===== src/arc_pkg.sv =====
// Purpose: Shared constants and types of the reclose sequencer
// Assumes: 20 MHz clock; all setting values are counted in 1 ms ticks
// Notes:   Register map is word aligned on APB
package arc_pkg;
  localparam int CLK_PERIOD_NS = 50;
  localparam int TICK_TIME_NS  = 1000000;
  localparam int TICK_CYCLES   = (TICK_TIME_NS + CLK_PERIOD_NS - 1) / CLK_PERIOD_NS;
  localparam int TW            = 16;
  localparam int NSET          = 16;
  localparam int NIN           = 8;

  // Setting slots, byte address is four times the slot
  localparam logic [3:0] IDX_DEAD_1PH                      = 4'h0;
  localparam logic [3:0] IDX_DEAD_3PH                      = 4'h4;
  localparam logic [3:0] FIRST_CYCLE_SPECIAL_3PH_DEAD_TIME = 4'h8;
  localparam logic [3:0] CLOSE_PULSE_TIME                  = 4'h9;
  localparam logic [3:0] RECLAIM_TIME                      = 4'ha;
  localparam logic [3:0] BREAKER_SUPERVISION_TIME          = 4'hb;
  localparam logic [3:0] SYNC_CHECK_MAX_TIME               = 4'hc;
  localparam logic [3:0] SYNC_SWITCH_MAX_TIME              = 4'hd;
  localparam logic [3:0] BLOCK_AFTER_MANUAL_CLOSE_TIME     = 4'he;
  localparam logic [3:0] DYNAMIC_BLOCKING_TIME             = 4'hf;

  localparam logic [7:0] OFS_CTRL = 8'h40;
  localparam logic [7:0] OFS_STAT = 8'h44;

  localparam int CTL_EN   = 0;
  localparam int CTL_DIS3 = 1;
  localparam int CTL_NCYC = 2;
  localparam int ST_STATE = 0;
  localparam int ST_CYC   = 4;
  localparam int ST_3PH   = 6;
  localparam int ST_BLK   = 7;
  localparam int ST_REQ   = 8;
  localparam int ST_CLOSE = 9;
  localparam int ST_NRDY  = 10;
  localparam int ST_SUCC  = 16;

  localparam logic [TW-1:0] RST_TIME  = 16'h03e8;
  localparam logic [3:0]    RST_CTRL  = 4'h1;

  typedef enum logic [3:0] {
    S_IDLE, S_TRIP, S_DEAD, S_CBW, S_SYN, S_SYNSW, S_RECL, S_POST, S_DYN
  } arc_state_t;
endpackage


===== src/arc_reclose.sv =====
// Purpose: Dead time, breaker and sync checks, close pulse and reclaim of a reclose sequencer
// Assumes: Inputs are asynchronous levels; settings and control reached over APB
// Notes:   One wait timer shared by all states, advanced by a common 1 ms tick
//
// Our own choices: the register addresses and the APB slave port.
`timescale 1ns/1ns
// Overview of operation
// RULE1: First cycle uses special three-phase dead time when its fault input is set.
// RULE2: Reduced dead time input ends a running dead time at once.
// RULE3: Without three-phase trip, single-phase dead times are used.
// RULE4: With three-phase trip, each cycle uses its three-phase dead time.
// RULE5: Once three-phase timing is used, later cycles keep it.
// RULE6: Three-phase trip with three-phase reclose disabled enters dynamic block.
// RULE7: Reclose is issued only while the breaker reports ready.
// RULE8: Wait for breaker ready up to supervision time, else dynamic block.
// RULE9: Reclose needs sync release, waited for up to the sync check time.
// RULE10: Sync release missing the whole wait starts sync switching with close request.
// RULE11: Sync switching runs its own bounded timer; close request stays high.
// RULE12: Sync switching timeout enters dynamic block and ends the sequence.
// RULE13: Close output is one common pulse of the close pulse time.
// RULE14: Reclaim starts with close and lasts at least until the pulse ends.
// RULE15: Trip during reclaim continues with the next cycle.
// RULE16: Reclaim expiry without fault marks success and returns idle.
// RULE17: Fault after reclaim expiry starts again at cycle one.
// RULE18: Protection start seen in reclaim keeps the sequence for a later trip.
// RULE19: Manual close holds not-ready for the block-after-manual-close time.
// RULE20: Manual close during a running cycle enters dynamic block.
// RULE21: Separate single and three-phase dead times exist for four cycles.
// RULE22: Dynamic block runs its timer and allows no close meanwhile.
// RULE23: Blocked output is high in dynamic block and in not-ready.
// RULE24: Timers count common ticks and compare against their setting.
// RULE25: Breaker, sync check and sync switch waits are successive states.
module arc_reclose #(
  parameter int TICK_CYCLES = arc_pkg::TICK_CYCLES
) (
  input  wire logic        clk,
  input  wire logic        rst_n,
  input  wire logic        psel,
  input  wire logic        penable,
  input  wire logic        pwrite,
  input  wire logic [7:0]  paddr,
  input  wire logic [31:0] pwdata,
  output logic             pready,
  output logic [31:0]      prdata,
  output logic             pslverr,
  input  wire logic        general_trip_in,
  input  wire logic        three_phase_trip_in,
  input  wire logic        first_cycle_3ph_fault_in,
  input  wire logic        reduced_dead_time_in,
  input  wire logic        breaker_ready_in,
  input  wire logic        sync_release_in,
  input  wire logic        protection_start_in,
  input  wire logic        manual_close_in,
  output logic             close_pulse_out,
  output logic             close_request_out,
  output logic             blocked_status_out
);
  import arc_pkg::*;

  logic [NIN-1:0]  raw;
  logic [NIN-1:0]  s1_ff;
  logic [NIN-1:0]  s2_ff;
  logic [NIN-1:0]  s3_ff;
  logic [NIN-1:0]  in_ff;
  logic            mcq_ff;
  logic [TW-1:0]   set_ff [NSET];
  logic [3:0]      ctl_ff;
  logic            succ_ff;
  logic            pready_ff;
  logic            pslverr_ff;
  logic [31:0]     prdata_ff;
  logic [31:0]     rd_data;
  logic [14:0]     div_ff;
  logic            tick_ff;
  arc_state_t      st_ff;
  arc_state_t      nxt_st;
  logic [1:0]      cyc_ff;
  logic [1:0]      nxt_cyc;
  logic            used_ff;
  logic            nxt_used;
  logic            stseen_ff;
  logic            nxt_stseen;
  logic [TW-1:0]   tmr_ff;
  logic [TW-1:0]   ccnt_ff;
  logic            close_ff;
  logic [TW-1:0]   mcnt_ff;
  logic            mrun_ff;
  logic            req_ff;
  logic            blk_ff;
  logic            issue;
  logic            succ_ev;
  logic            trip;
  logic            tph;
  logic            fc3;
  logic            rdt;
  logic            rdy;
  logic            sync;
  logic            pstart;
  logic            mc_ev;
  logic            en;
  logic            dis3;
  logic [1:0]      ncyc;
  logic [TW-1:0]   dt_sel;
  logic            acc;
  logic            wr;
  logic            mapped;

  assign raw = {manual_close_in, protection_start_in, sync_release_in, breaker_ready_in,
                reduced_dead_time_in, first_cycle_3ph_fault_in, three_phase_trip_in,
                general_trip_in};

  // Input filter: a change is taken once two late stages agree
  genvar gi;
  generate
    for (gi = 0; gi < NIN; gi++) begin : g_sync
      always_ff @(posedge clk) begin
        if (!rst_n) begin
          s1_ff[gi] <= 1'b0;
          s2_ff[gi] <= 1'b0;
          s3_ff[gi] <= 1'b0;
          in_ff[gi] <= 1'b0;
        end else begin
          s1_ff[gi] <= raw[gi];
          s2_ff[gi] <= s1_ff[gi];
          s3_ff[gi] <= s2_ff[gi];
          if (s2_ff[gi] == s3_ff[gi]) begin
            in_ff[gi] <= s3_ff[gi];
          end
        end
      end
    end
  endgenerate

  assign trip   = in_ff[0];
  assign tph    = in_ff[1];
  assign fc3    = in_ff[2];
  assign rdt    = in_ff[3];
  assign rdy    = in_ff[4];
  assign sync   = in_ff[5];
  assign pstart = in_ff[6];
  assign mc_ev  = in_ff[7] & ~mcq_ff;
  assign en     = ctl_ff[CTL_EN];
  assign dis3   = ctl_ff[CTL_DIS3];
  assign ncyc   = ctl_ff[CTL_NCYC +: 2];

  always_ff @(posedge clk) begin
    if (!rst_n) begin
      mcq_ff <= 1'b0;
    end else begin
      mcq_ff <= in_ff[7];
    end
  end

  // Common timer tick
  always_ff @(posedge clk) begin
    if (!rst_n) begin
      div_ff  <= '0;
      tick_ff <= 1'b0;
    end else if (div_ff == 15'(TICK_CYCLES - 1)) begin
      div_ff  <= '0;
      tick_ff <= 1'b1;
    end else begin
      div_ff  <= div_ff + 15'h1;
      tick_ff <= 1'b0;
    end
  end

  // Dead time choice per cycle and trip kind
  always_comb begin
    if (!used_ff) begin
      dt_sel = set_ff[IDX_DEAD_1PH + {2'b00, cyc_ff}]; // RULE3 RULE21
    end else if (cyc_ff == 2'h0 && fc3) begin
      dt_sel = set_ff[FIRST_CYCLE_SPECIAL_3PH_DEAD_TIME]; // RULE1
    end else begin
      dt_sel = set_ff[IDX_DEAD_3PH + {2'b00, cyc_ff}]; // RULE4 RULE5 RULE21
    end
  end

  always_comb begin
    nxt_st     = st_ff;
    nxt_cyc    = cyc_ff;
    nxt_used   = used_ff;
    nxt_stseen = stseen_ff;
    issue      = 1'b0;
    succ_ev    = 1'b0;
    case (st_ff)
      S_IDLE: begin
        if (trip && en && !mrun_ff) begin
          nxt_cyc  = 2'h0; // RULE17
          nxt_used = tph;
          nxt_st   = (tph && dis3) ? S_DYN : S_TRIP; // RULE6
        end
      end
      S_TRIP: begin
        if (tph) begin
          nxt_used = 1'b1; // RULE4
        end
        if (tph && dis3) begin
          nxt_st = S_DYN; // RULE6
        end else if (!trip) begin
          nxt_st = S_DEAD;
        end
      end
      S_DEAD: begin
        if (rdt || tmr_ff >= dt_sel) begin
          nxt_st = S_CBW; // RULE2
        end
      end
      S_CBW: begin
        if (rdy) begin
          nxt_st = S_SYN; // RULE25
        end else if (tmr_ff >= set_ff[BREAKER_SUPERVISION_TIME]) begin
          nxt_st = S_DYN; // RULE8
        end
      end
      S_SYN: begin
        if (sync && rdy) begin
          issue = 1'b1; // RULE7 RULE9
        end else if (tmr_ff >= set_ff[SYNC_CHECK_MAX_TIME]) begin
          nxt_st = S_SYNSW; // RULE10
        end
      end
      S_SYNSW: begin
        if (sync && rdy) begin
          issue = 1'b1; // RULE7
        end else if (tmr_ff >= set_ff[SYNC_SWITCH_MAX_TIME]) begin
          nxt_st = S_DYN; // RULE12
        end
      end
      S_RECL, S_POST: begin
        if (st_ff == S_RECL && pstart) begin
          nxt_stseen = 1'b1; // RULE18
        end
        if (trip) begin
          if (cyc_ff >= ncyc) begin
            nxt_st = S_DYN; // Last cycle used up
          end else begin
            nxt_cyc  = cyc_ff + 2'h1; // RULE15
            nxt_used = used_ff | tph; // RULE5
            nxt_st   = (tph && dis3) ? S_DYN : S_TRIP; // RULE6
          end
        end else if (st_ff == S_POST) begin
          if (!pstart) begin
            succ_ev = 1'b1;
          end
        end else if (tmr_ff >= set_ff[RECLAIM_TIME] && !close_ff) begin
          if (stseen_ff || pstart) begin
            nxt_st = S_POST; // RULE18
          end else begin
            succ_ev = 1'b1; // RULE14 RULE16
          end
        end
      end
      S_DYN: begin
        if (tmr_ff >= set_ff[DYNAMIC_BLOCKING_TIME]) begin
          nxt_st = S_IDLE; // RULE22
        end
      end
      default: nxt_st = S_IDLE;
    endcase
    if (issue) begin
      nxt_st     = S_RECL;
      nxt_stseen = 1'b0;
    end
    if (succ_ev) begin
      nxt_st = S_IDLE; // RULE16
    end
    // Manual close wins over a close or a success decided in the same cycle
    if (mc_ev && st_ff != S_IDLE && st_ff != S_DYN) begin
      nxt_st  = S_DYN; // RULE20
      issue   = 1'b0; // RULE22
      succ_ev = 1'b0;
    end
    if (nxt_st == S_IDLE) begin
      nxt_cyc  = 2'h0;
      nxt_used = 1'b0;
    end
  end

  always_ff @(posedge clk) begin
    if (!rst_n) begin
      st_ff     <= S_IDLE;
      cyc_ff    <= 2'h0;
      used_ff   <= 1'b0;
      stseen_ff <= 1'b0;
    end else begin
      st_ff     <= nxt_st;
      cyc_ff    <= nxt_cyc;
      used_ff   <= nxt_used;
      stseen_ff <= nxt_stseen;
    end
  end

  // One wait timer, cleared on every state change so waits never overlap
  always_ff @(posedge clk) begin
    if (!rst_n || nxt_st != st_ff || issue) begin
      tmr_ff <= '0; // RULE25
    end else if (tick_ff && tmr_ff != '1) begin
      tmr_ff <= tmr_ff + 16'h1; // RULE24
    end
  end

  // Close pulse; a new trip also cuts it since the state is left
  always_ff @(posedge clk) begin
    if (!rst_n) begin
      close_ff <= 1'b0;
      ccnt_ff  <= '0;
    end else if (issue) begin
      close_ff <= 1'b1; // RULE13
      ccnt_ff  <= '0;
    end else if (nxt_st != S_RECL || ccnt_ff >= set_ff[CLOSE_PULSE_TIME]) begin
      close_ff <= 1'b0; // RULE13
    end else if (tick_ff) begin
      ccnt_ff <= ccnt_ff + 16'h1; // RULE24
    end
  end

  // Not-ready after manual close
  always_ff @(posedge clk) begin
    if (!rst_n) begin
      mrun_ff <= 1'b0;
      mcnt_ff <= '0;
    end else if (mc_ev) begin
      mrun_ff <= 1'b1; // RULE19
      mcnt_ff <= '0;
    end else if (mcnt_ff >= set_ff[BLOCK_AFTER_MANUAL_CLOSE_TIME]) begin
      mrun_ff <= 1'b0; // RULE19
    end else if (tick_ff && mrun_ff) begin
      mcnt_ff <= mcnt_ff + 16'h1;
    end
  end

  always_ff @(posedge clk) begin
    if (!rst_n) begin
      req_ff <= 1'b0;
      blk_ff <= 1'b0;
    end else begin
      req_ff <= (nxt_st == S_SYNSW); // RULE10 RULE11
      blk_ff <= (nxt_st == S_DYN) ||
                (nxt_st == S_IDLE && (mrun_ff || mc_ev || !en || !rdy)); // RULE23
    end
  end

  assign close_pulse_out    = close_ff;
  assign close_request_out  = req_ff;
  assign blocked_status_out = blk_ff;

  // APB slave: one wait state, write lands on the completing edge
  assign acc    = psel & penable;
  // Misaligned or unmapped writes must not alias onto a setting slot
  assign wr     = acc & pready_ff & pwrite & mapped;
  assign mapped = (paddr[1:0] == 2'b00) && (paddr <= OFS_STAT);

  generate
    for (gi = 0; gi < NSET; gi++) begin : g_set
      always_ff @(posedge clk) begin
        if (!rst_n) begin
          set_ff[gi] <= RST_TIME;
        end else if (wr && paddr[7:6] == 2'b00 && paddr[5:2] == 4'(gi)) begin
          set_ff[gi] <= pwdata[TW-1:0];
        end
      end
    end
  endgenerate

  always_ff @(posedge clk) begin
    if (!rst_n) begin
      ctl_ff <= RST_CTRL;
    end else if (wr && paddr == OFS_CTRL) begin
      ctl_ff <= pwdata[3:0];
    end
  end

  // Success flag: a new success wins over a clearing write
  always_ff @(posedge clk) begin
    if (!rst_n) begin
      succ_ff <= 1'b0;
    end else if (succ_ev) begin
      succ_ff <= 1'b1;
    end else if (wr && paddr == OFS_STAT && pwdata[ST_SUCC]) begin
      succ_ff <= 1'b0;
    end
  end

  always_comb begin
    rd_data = '0;
    if (paddr[7:6] == 2'b00) begin
      rd_data[TW-1:0] = set_ff[paddr[5:2]];
    end else if (paddr == OFS_CTRL) begin
      rd_data[3:0] = ctl_ff;
    end else if (paddr == OFS_STAT) begin
      rd_data[ST_STATE +: 4] = st_ff;
      rd_data[ST_CYC +: 2]   = cyc_ff;
      rd_data[ST_3PH]        = used_ff;
      rd_data[ST_BLK]        = blk_ff;
      rd_data[ST_REQ]        = req_ff;
      rd_data[ST_CLOSE]      = close_ff;
      rd_data[ST_NRDY]       = mrun_ff;
      rd_data[ST_SUCC]       = succ_ff;
    end
  end

  always_ff @(posedge clk) begin
    if (!rst_n) begin
      pready_ff  <= 1'b0;
      pslverr_ff <= 1'b0;
      prdata_ff  <= '0;
    end else begin
      pready_ff  <= acc & ~pready_ff;
      pslverr_ff <= acc & ~pready_ff & ~mapped;
      if (acc && !pready_ff) begin
        prdata_ff <= mapped ? rd_data : 32'h0000_0000;
      end
    end
  end

  assign pready  = pready_ff;
  assign prdata  = prdata_ff;
  assign pslverr = pslverr_ff;
endmodule


===== config.mk =====
export PLATFORM = sky130hd
export DESIGN_NAME = arc_reclose
export DESIGN_NICKNAME = d
export VERILOG_FILES = /design/src/arc_pkg.sv /design/src/arc_reclose.sv
export SDC_FILE = /design/constraint.sdc
export NUM_CORES = 1
export LEC_CHECK = 0
export BUFFER_PORTS_ARGS = -buffer_cell sky130_fd_sc_hd__buf_2
export CORE_MARGIN = 2
export CORE_UTILIZATION = 30
export DETAILED_ROUTE_END_ITERATION = 8
export GPL_TIMING_DRIVEN = 0
export HOLD_SLACK_MARGIN = 0.02
export PLACE_DENSITY_LB_ADDON = 0.15
export REMOVE_ABC_BUFFERS = 1
export SLEW_MARGIN = 20
export SYNTH_ARGS = -nofsm -noshare
export SYNTH_HDL_FRONTEND = slang
export SYNTH_SLANG_ARGS = --single-unit

===== constraint.sdc =====
create_clock -name clk -period 13.2 [get_ports clk]
set_input_delay 2.64 -clock clk [delete_from_list [all_inputs] [get_ports clk]]
set_output_delay 2.64 -clock clk [all_outputs]
set_load 0.05 [all_outputs]

# Yosys cells after proc, flatten, opt, wreduce, memory -nomap -nowiden
# Memories as Yosys holds them, arrays and structs flattened. A register that Yosys moved wholly into a read port is not among the register bits.
# Index checks and enable logic that the tools add are counted.
[totals]
inputBits = 53
mem_bits_ro = 0
mem_bits_rw = 256
word_cells = 340
regBits = 148
mem_count = 1
out_inout_bits = 37
latchBits = 0
[mem_list]
columns = ["name", "depth", "width", "rd", "rd_ports_with_merged_regs", "wr", "line", "rtl"]
rows = [
  ["set_ff", 16, 16, 11, 1, 16, "arc_reclose.sv:66", "logic [TW-1:0] set_ff [NSET];"],
]
[op_classes]
n_shift = 0
add_sub_neg = 6
n_lt_le_gt_ge = 10
reduce_logical = 73
n_eq_ne = 44
muxes = 125
n_mul = 0
n_div = 0
bitwise = 30
[ops]
columns = ["cell", "count"]
rows = [
  ["16-bit 2-to-1 mux", 18],
  ["16-bit >= comparator", 8],
  ["4-bit 2-to-1 mux", 23],
  ["1-bit 2-to-1 mux", 73],
  ["16-bit by 1-bit adder with 16-bit output, second input constant", 3],
  ["4-bit equality test, second input constant", 10],
  ["4-bit by 3-bit equality test with 1-bit output, second input constant", 9],
  ["1-bit logical AND", 34],
  ["4-bit case mux with 8 select lines", 1],
  ["11-bit 2-to-1 mux", 2],
  ["17-bit 2-to-1 mux", 1],
  ["1-bit OR", 17],
  ["4-bit by 2-bit equality test with 1-bit output, second input constant", 4],
  ["8-bit by 7-bit equality test with 1-bit output, second input constant", 2],
  ["16-bit inequality test, second input constant", 1],
  ["15-bit by 1-bit adder with 15-bit output, second input constant", 1],
  ["15-bit equality test, second input constant", 1],
  ["2-bit OR reduction", 7],
  ["4-bit logical NOT", 3],
  ["1-bit logical OR", 9],
  ["1-bit equality test", 8],
  ["4-bit by 1-bit equality test with 1-bit output, second input constant", 2],
  ["8-bit by 7-bit less-or-equal comparator with 1-bit output, second input constant", 1],
  ["2-bit inequality test, second input constant", 4],
  ["other kinds (21)", 46],
]

# Depth between registers and ports, before layout
[depth]
ltp_word = 15
ltp_mapped = 21
depth_no_buf = 16

# Least setup slack after synthesis
# Ideal clock, no wire load.
[synth_path]
path_kind = "input-to-reg"
startpoint = "input paddr[4]"
endpoint = "memory set_ff[12][0] (enable)"
t_required_ps = 12789
path_buffers = 1
stages = 8
arrival_ps = 5270
setup_slack_ps = 7519
setup_ps = 411
path_cell_list = "or2_1 > o21ai_1 > nand2_1 > or3_1 > nor3_2 > nand2_1 > clkbuf_1 > o21ai_0"
[synth_rtl]
columns = ["element", "line", "rtl"]
rows = [
  ["start: declaration", "arc_reclose.sv:41", "input wire logic [7:0] paddr,"],
  ["end: declaration", "arc_reclose.sv:66", ""],
]

==> results.py <==
metrics = {
    "status": {
        "run_status": "completed",
    },
    "timing": {
        "clock-skew-final_ps": 42.0,
        "setup_tns_ps": 0,
        "grt_setup_unrepaired": "false",
        "timing_worst_slew_pin_value_ps": 1200,
        "clock.fmax_mhz": 159,
        "finalSetupViolations": 0,
        "timing.final.crit_share_pct": 47.6,
        "final-max-slew-violation-count": 0,
        "final-hold-violation-count": 0,
        "max_slew_margin_pct": 20.0,
        "layout_min_cycle_time_ps": 6280,
    },
    "cts": {
        "clk_pin_slew_ps": 60,
        "cts_inserted_buffers": 48,
        "cts_tree": "yes",
        "post-cts-setup-buffer-count": 0,
        "ctsRootBufferMaster": "clkbuf_16",
        "max-clock-path-buffers": 3,
        "cts_htree_levels": 2,
        "cts_resized": 0,
        "count_of_hold_fix_buffers_inserted_at_cts": 0,
        "clkLatencyLatePin_ps": 630,
        "clock-sinks": 391,
    },
    "worst_setup_path": {
        "cp_slowest_cell": "o41ai_1",
        "startpoint_class_of_the_critical_path": "flop",
        "setup.worst_path.class": "flop to flop",
        "critical_path.endpoint_type": "flop",
        "r2r_slack_ps": 6920,
        "worst-endpoint-required_ps": 13610,
        "timing.critical_path.arrival_ps": 6690,
        "crit_path_cell_trace": "inv_1 > ha_1 > nand2_1 > nand2_1 > nand3_1 > o21ai_0 > ha_1 > a21oi_1 > nor2_1 > a2111oi_1 > o22ai_1 > and4b_1 > nand3_1 > nor2b_1 > o41ai_1 > nor2_1",
        "reg_to_reg_critical_path_startpoint": "cyc_ff[1]$_SDFFE_PP0P_",
        "crit_family": "compound AO/OA/AOI/OAI gates",
        "critical_path_peak_fanout": 20,
        "path_buf_inv": 1,
        "rr_worst_depth": 16,
        "critPathMaxStageDelay_ps": 840,
    },
    "global_route": {
        "grt_start_max_net_pins": 57,
        "grt_pass1_wl_microns": 105000,
        "grt_util_all_layers_pct": 19.1,
        "first_global_vias": 15298,
        "globalRouteOverflowTotal": 0,
        "grt_antenna_before_repair": 2,
    },
    "place": {
        "hpwlAfterDp_microns": 51300,
        "port-buffer-count": 59,
        "placedCellCount": 2851,
        "globalplace.congestion": 0.879,
    },
    "floorplanning": {
        "die_x_microns": 273,
        "placeableCoreArea_sq_um": 71600,
        "die_y_microns": 273,
        "die_footprint_sq_um": 74500,
        "design.portCount": 90,
        "fp-row-count": 98,
        "floorplan.initialDensity_pct": 30.3,
    },
    "yosys": {
        "yosysWarnings": 0,
        "syn_inst": 1929,
        "synth_area_leader_cell": "edfxtp_1",
        "syn_area_per_cell_sq_um": 11.3,
        "yosysTopAreaCellShare_pct": 35.4,
        "synth_cell_type_count": 73,
        "synthTopCellsByArea": "edfxtp_1 35%, dfxtp_1 12%, mux4_2 12%",
        "async_flop_share_pct": 0,
        "synth.top_cells.by_count": "256 x edfxtp_1, 191 x and2_1, 135 x dfxtp_1, 135 x ha_1, 125 x inv_1",
        "synth_sequential_area_ratio_pct": 47.9,
        "ys_dominant_reg_cell": "edfxtp_1",
        "syn-cell-area_sq_um": 21700,
        "ys_seq_elements": 391,
        "synth_edf_count": 256,
        "synth.most_common_cell": "edfxtp_1",
    },
    "pwr": {
        "total_leakage_power_nw": 9.11,
        "max-vdd-ir-drop_mv": 0.0975,
        "pwr_density_cell_nw_per_um2": 113,
    },
    "min_path": {
        "min_to": "s2_ff[2]$_SDFF_PN0_",
        "hp-start": "s1_ff[2]$_SDFF_PN0_",
        "worst_hold_path_type": "flop to flop",
        "hold_depth": 1,
    },
    "drt": {
        "routed_wirelength_microns": 71000,
        "ant_nets": 0,
        "drt-wirelength-per-cell_microns": 24.1,
        "drt_drc_violations_left": 0,
        "detailed_route_vias_per_instance": 5.22,
        "drt_first_pass_iters": 5,
        "dr_total_vias": 15333,
        "dr.first_iter.drc_count": 1206,
    },
    "cells_and_area": {
        "instances_no_fill": 2940,
        "drive_above_1_share_pct": 15.2,
        "finish.net_count": 2139,
        "syn_to_final_growth_pct": 13.8,
    },
    "flow_run": {
        "maxCapViolations": 0,
    },
}
## through the flow
step | utilization [%] | instance area [sq um] | total power (W) | setup slack, ps | hold slack, ps
floorplan | - | 21200 | 0.00144 | 7370 | 412
global placement | 31.7 | 22700 | 0.00152 | 3880 | 417
detailed placement | 32.4 | 23200 | 0.00153 | 6410 | 417
CTS | 34.5 | 24700 | 0.00283 | 7040 | 430
global route | 34.5 | 24700 | 0.00289 | 6650 | 444
finish | 34.5 | 24700 | 0.00280 | 6920 | 432
## sequential cells by signal, indices dropped and copies added (netlist names), 2 cells and up, named ones only
| register | count |
|---|---|
| set_ff | 256 |
| prdata | 17 |
| ccnt_ff | 16 |
| mcnt_ff | 16 |
| tmr_ff | 16 |
| div_ff | 15 |
| s1_ff | 8 |
| s2_ff | 8 |
| s3_ff | 8 |
| ctl_ff | 4 |
| st_ff | 4 |
| cyc_ff | 2 |
## cells in the final DEF, fill, tap and decap left out, types with 10 or more instances in the layout
cell type	Yosys	final
a211oi_1	14	14
a21o_1	12	12
a21oi_1	75	75
a22oi_1	15	15
and2_1	191	191
and3_1	17	17
buf_2	10	56
buf_6	1	12
clkbuf_1	84	12
clkbuf_16	0	48
conb_1	1	15
dfxtp_1	135	131
edfxtp_1	256	256
ha_1	135	135
inv_1	125	124
mux2i_1	14	14
mux4_2	112	112
nand2_1	103	102
nand2b_1	12	12
nand3_1	70	69
nand4_1	20	20
nor2_1	116	116
nor2b_1	10	10
nor3_1	16	16
nor4_1	23	23
o21a_1	14	14
o21ai_0	54	49
o21ai_1	23	12
o21ai_2	1	11
o31ai_1	15	15
or2_2	10	10
or3_1	103	103
or4_1	13	13
xnor2_1	16	16
xor2_1	22	21
## power breakdown
part	internal [W]	switching [W]
registers	0.00132	0.0000131
clock network	0.000740	0.000553
logic	0.0000545	0.000116
## worst register-to-register path: stages, from the launching register on
cell and delay [ps]:
dfxtp_2 780, inv_1 110, ha_1 500, nand2_1 760, nand2_1 270, nand3_1 150, o21ai_0 100, ha_1 330
a21oi_1 130, nor2_1 50, a2111oi_1 780, o22ai_1 330, and4b_1 410, nand3_1 120, nor2b_1 190, o41ai_1 840
nor2_1 250
## per-layer routing
layer | global-route usage, % | part of all wire, % | up-vias
met3 | 2.82 | 4.7 | 82
met1 | 26.7 | 47 | 7754
met5 | 0 | 0.017 | -
met4 | 5.65 | 2.5 | 2
li1 | - | - | 7138
met2 | 30.7 | 46 | 357
## layout make-up
cell class                      instances  area (sq um)
Fill cell                            7149         46900
Multi-Input combinational cell       1304         10500
Sequential cell                       391         10400
Clock buffer                           65          1320
Tap cell                              950          1190
Timing Repair Buffer                   81           636
Inverter                              125           469
Clock inverter                         21           203
Antenna cell                            3          7.51
## worst max path at each step
stage,start,cells after the start,endpoint
6_report,cyc_ff[1]$_SDFFE_PP0P_,16,flop
5_1_grt,cyc_ff[1]$_SDFFE_PP0P_,16,flop
4_1_cts,cyc_ff[1]$_SDFFE_PP0P_,16,flop
3_5_place_dp,paddr[4],9,set_ff[12][2]$_SDFFCE_PN0P_
3_3_place_gp,paddr[2],3,set_ff[11][9]$_SDFFCE_PN1P_
2_1_floorplan,paddr[4],7,set_ff[0][0]$_SDFFCE_PN0P_
## cells by family (layout without fill, tap and decap cells)
family | Yosys count | count (layout) | synth area share [%]
and+or+nand+nor | 729 | 729 | 18.4
DFF | 391 | 391 | 47.9
AOI/OAI and AO/OA | 261 | 261 | 7.52
buffers and inverters | 248 | 292 | 4.67
adders and majority gates | 135 | 135 | 7.78
muxes | 126 | 126 | 12.3
xor gates and xnor gates | 38 | 38 | 1.53
other | 1 | 18 | 0.0173
Power figures use the tool's default switching activity.
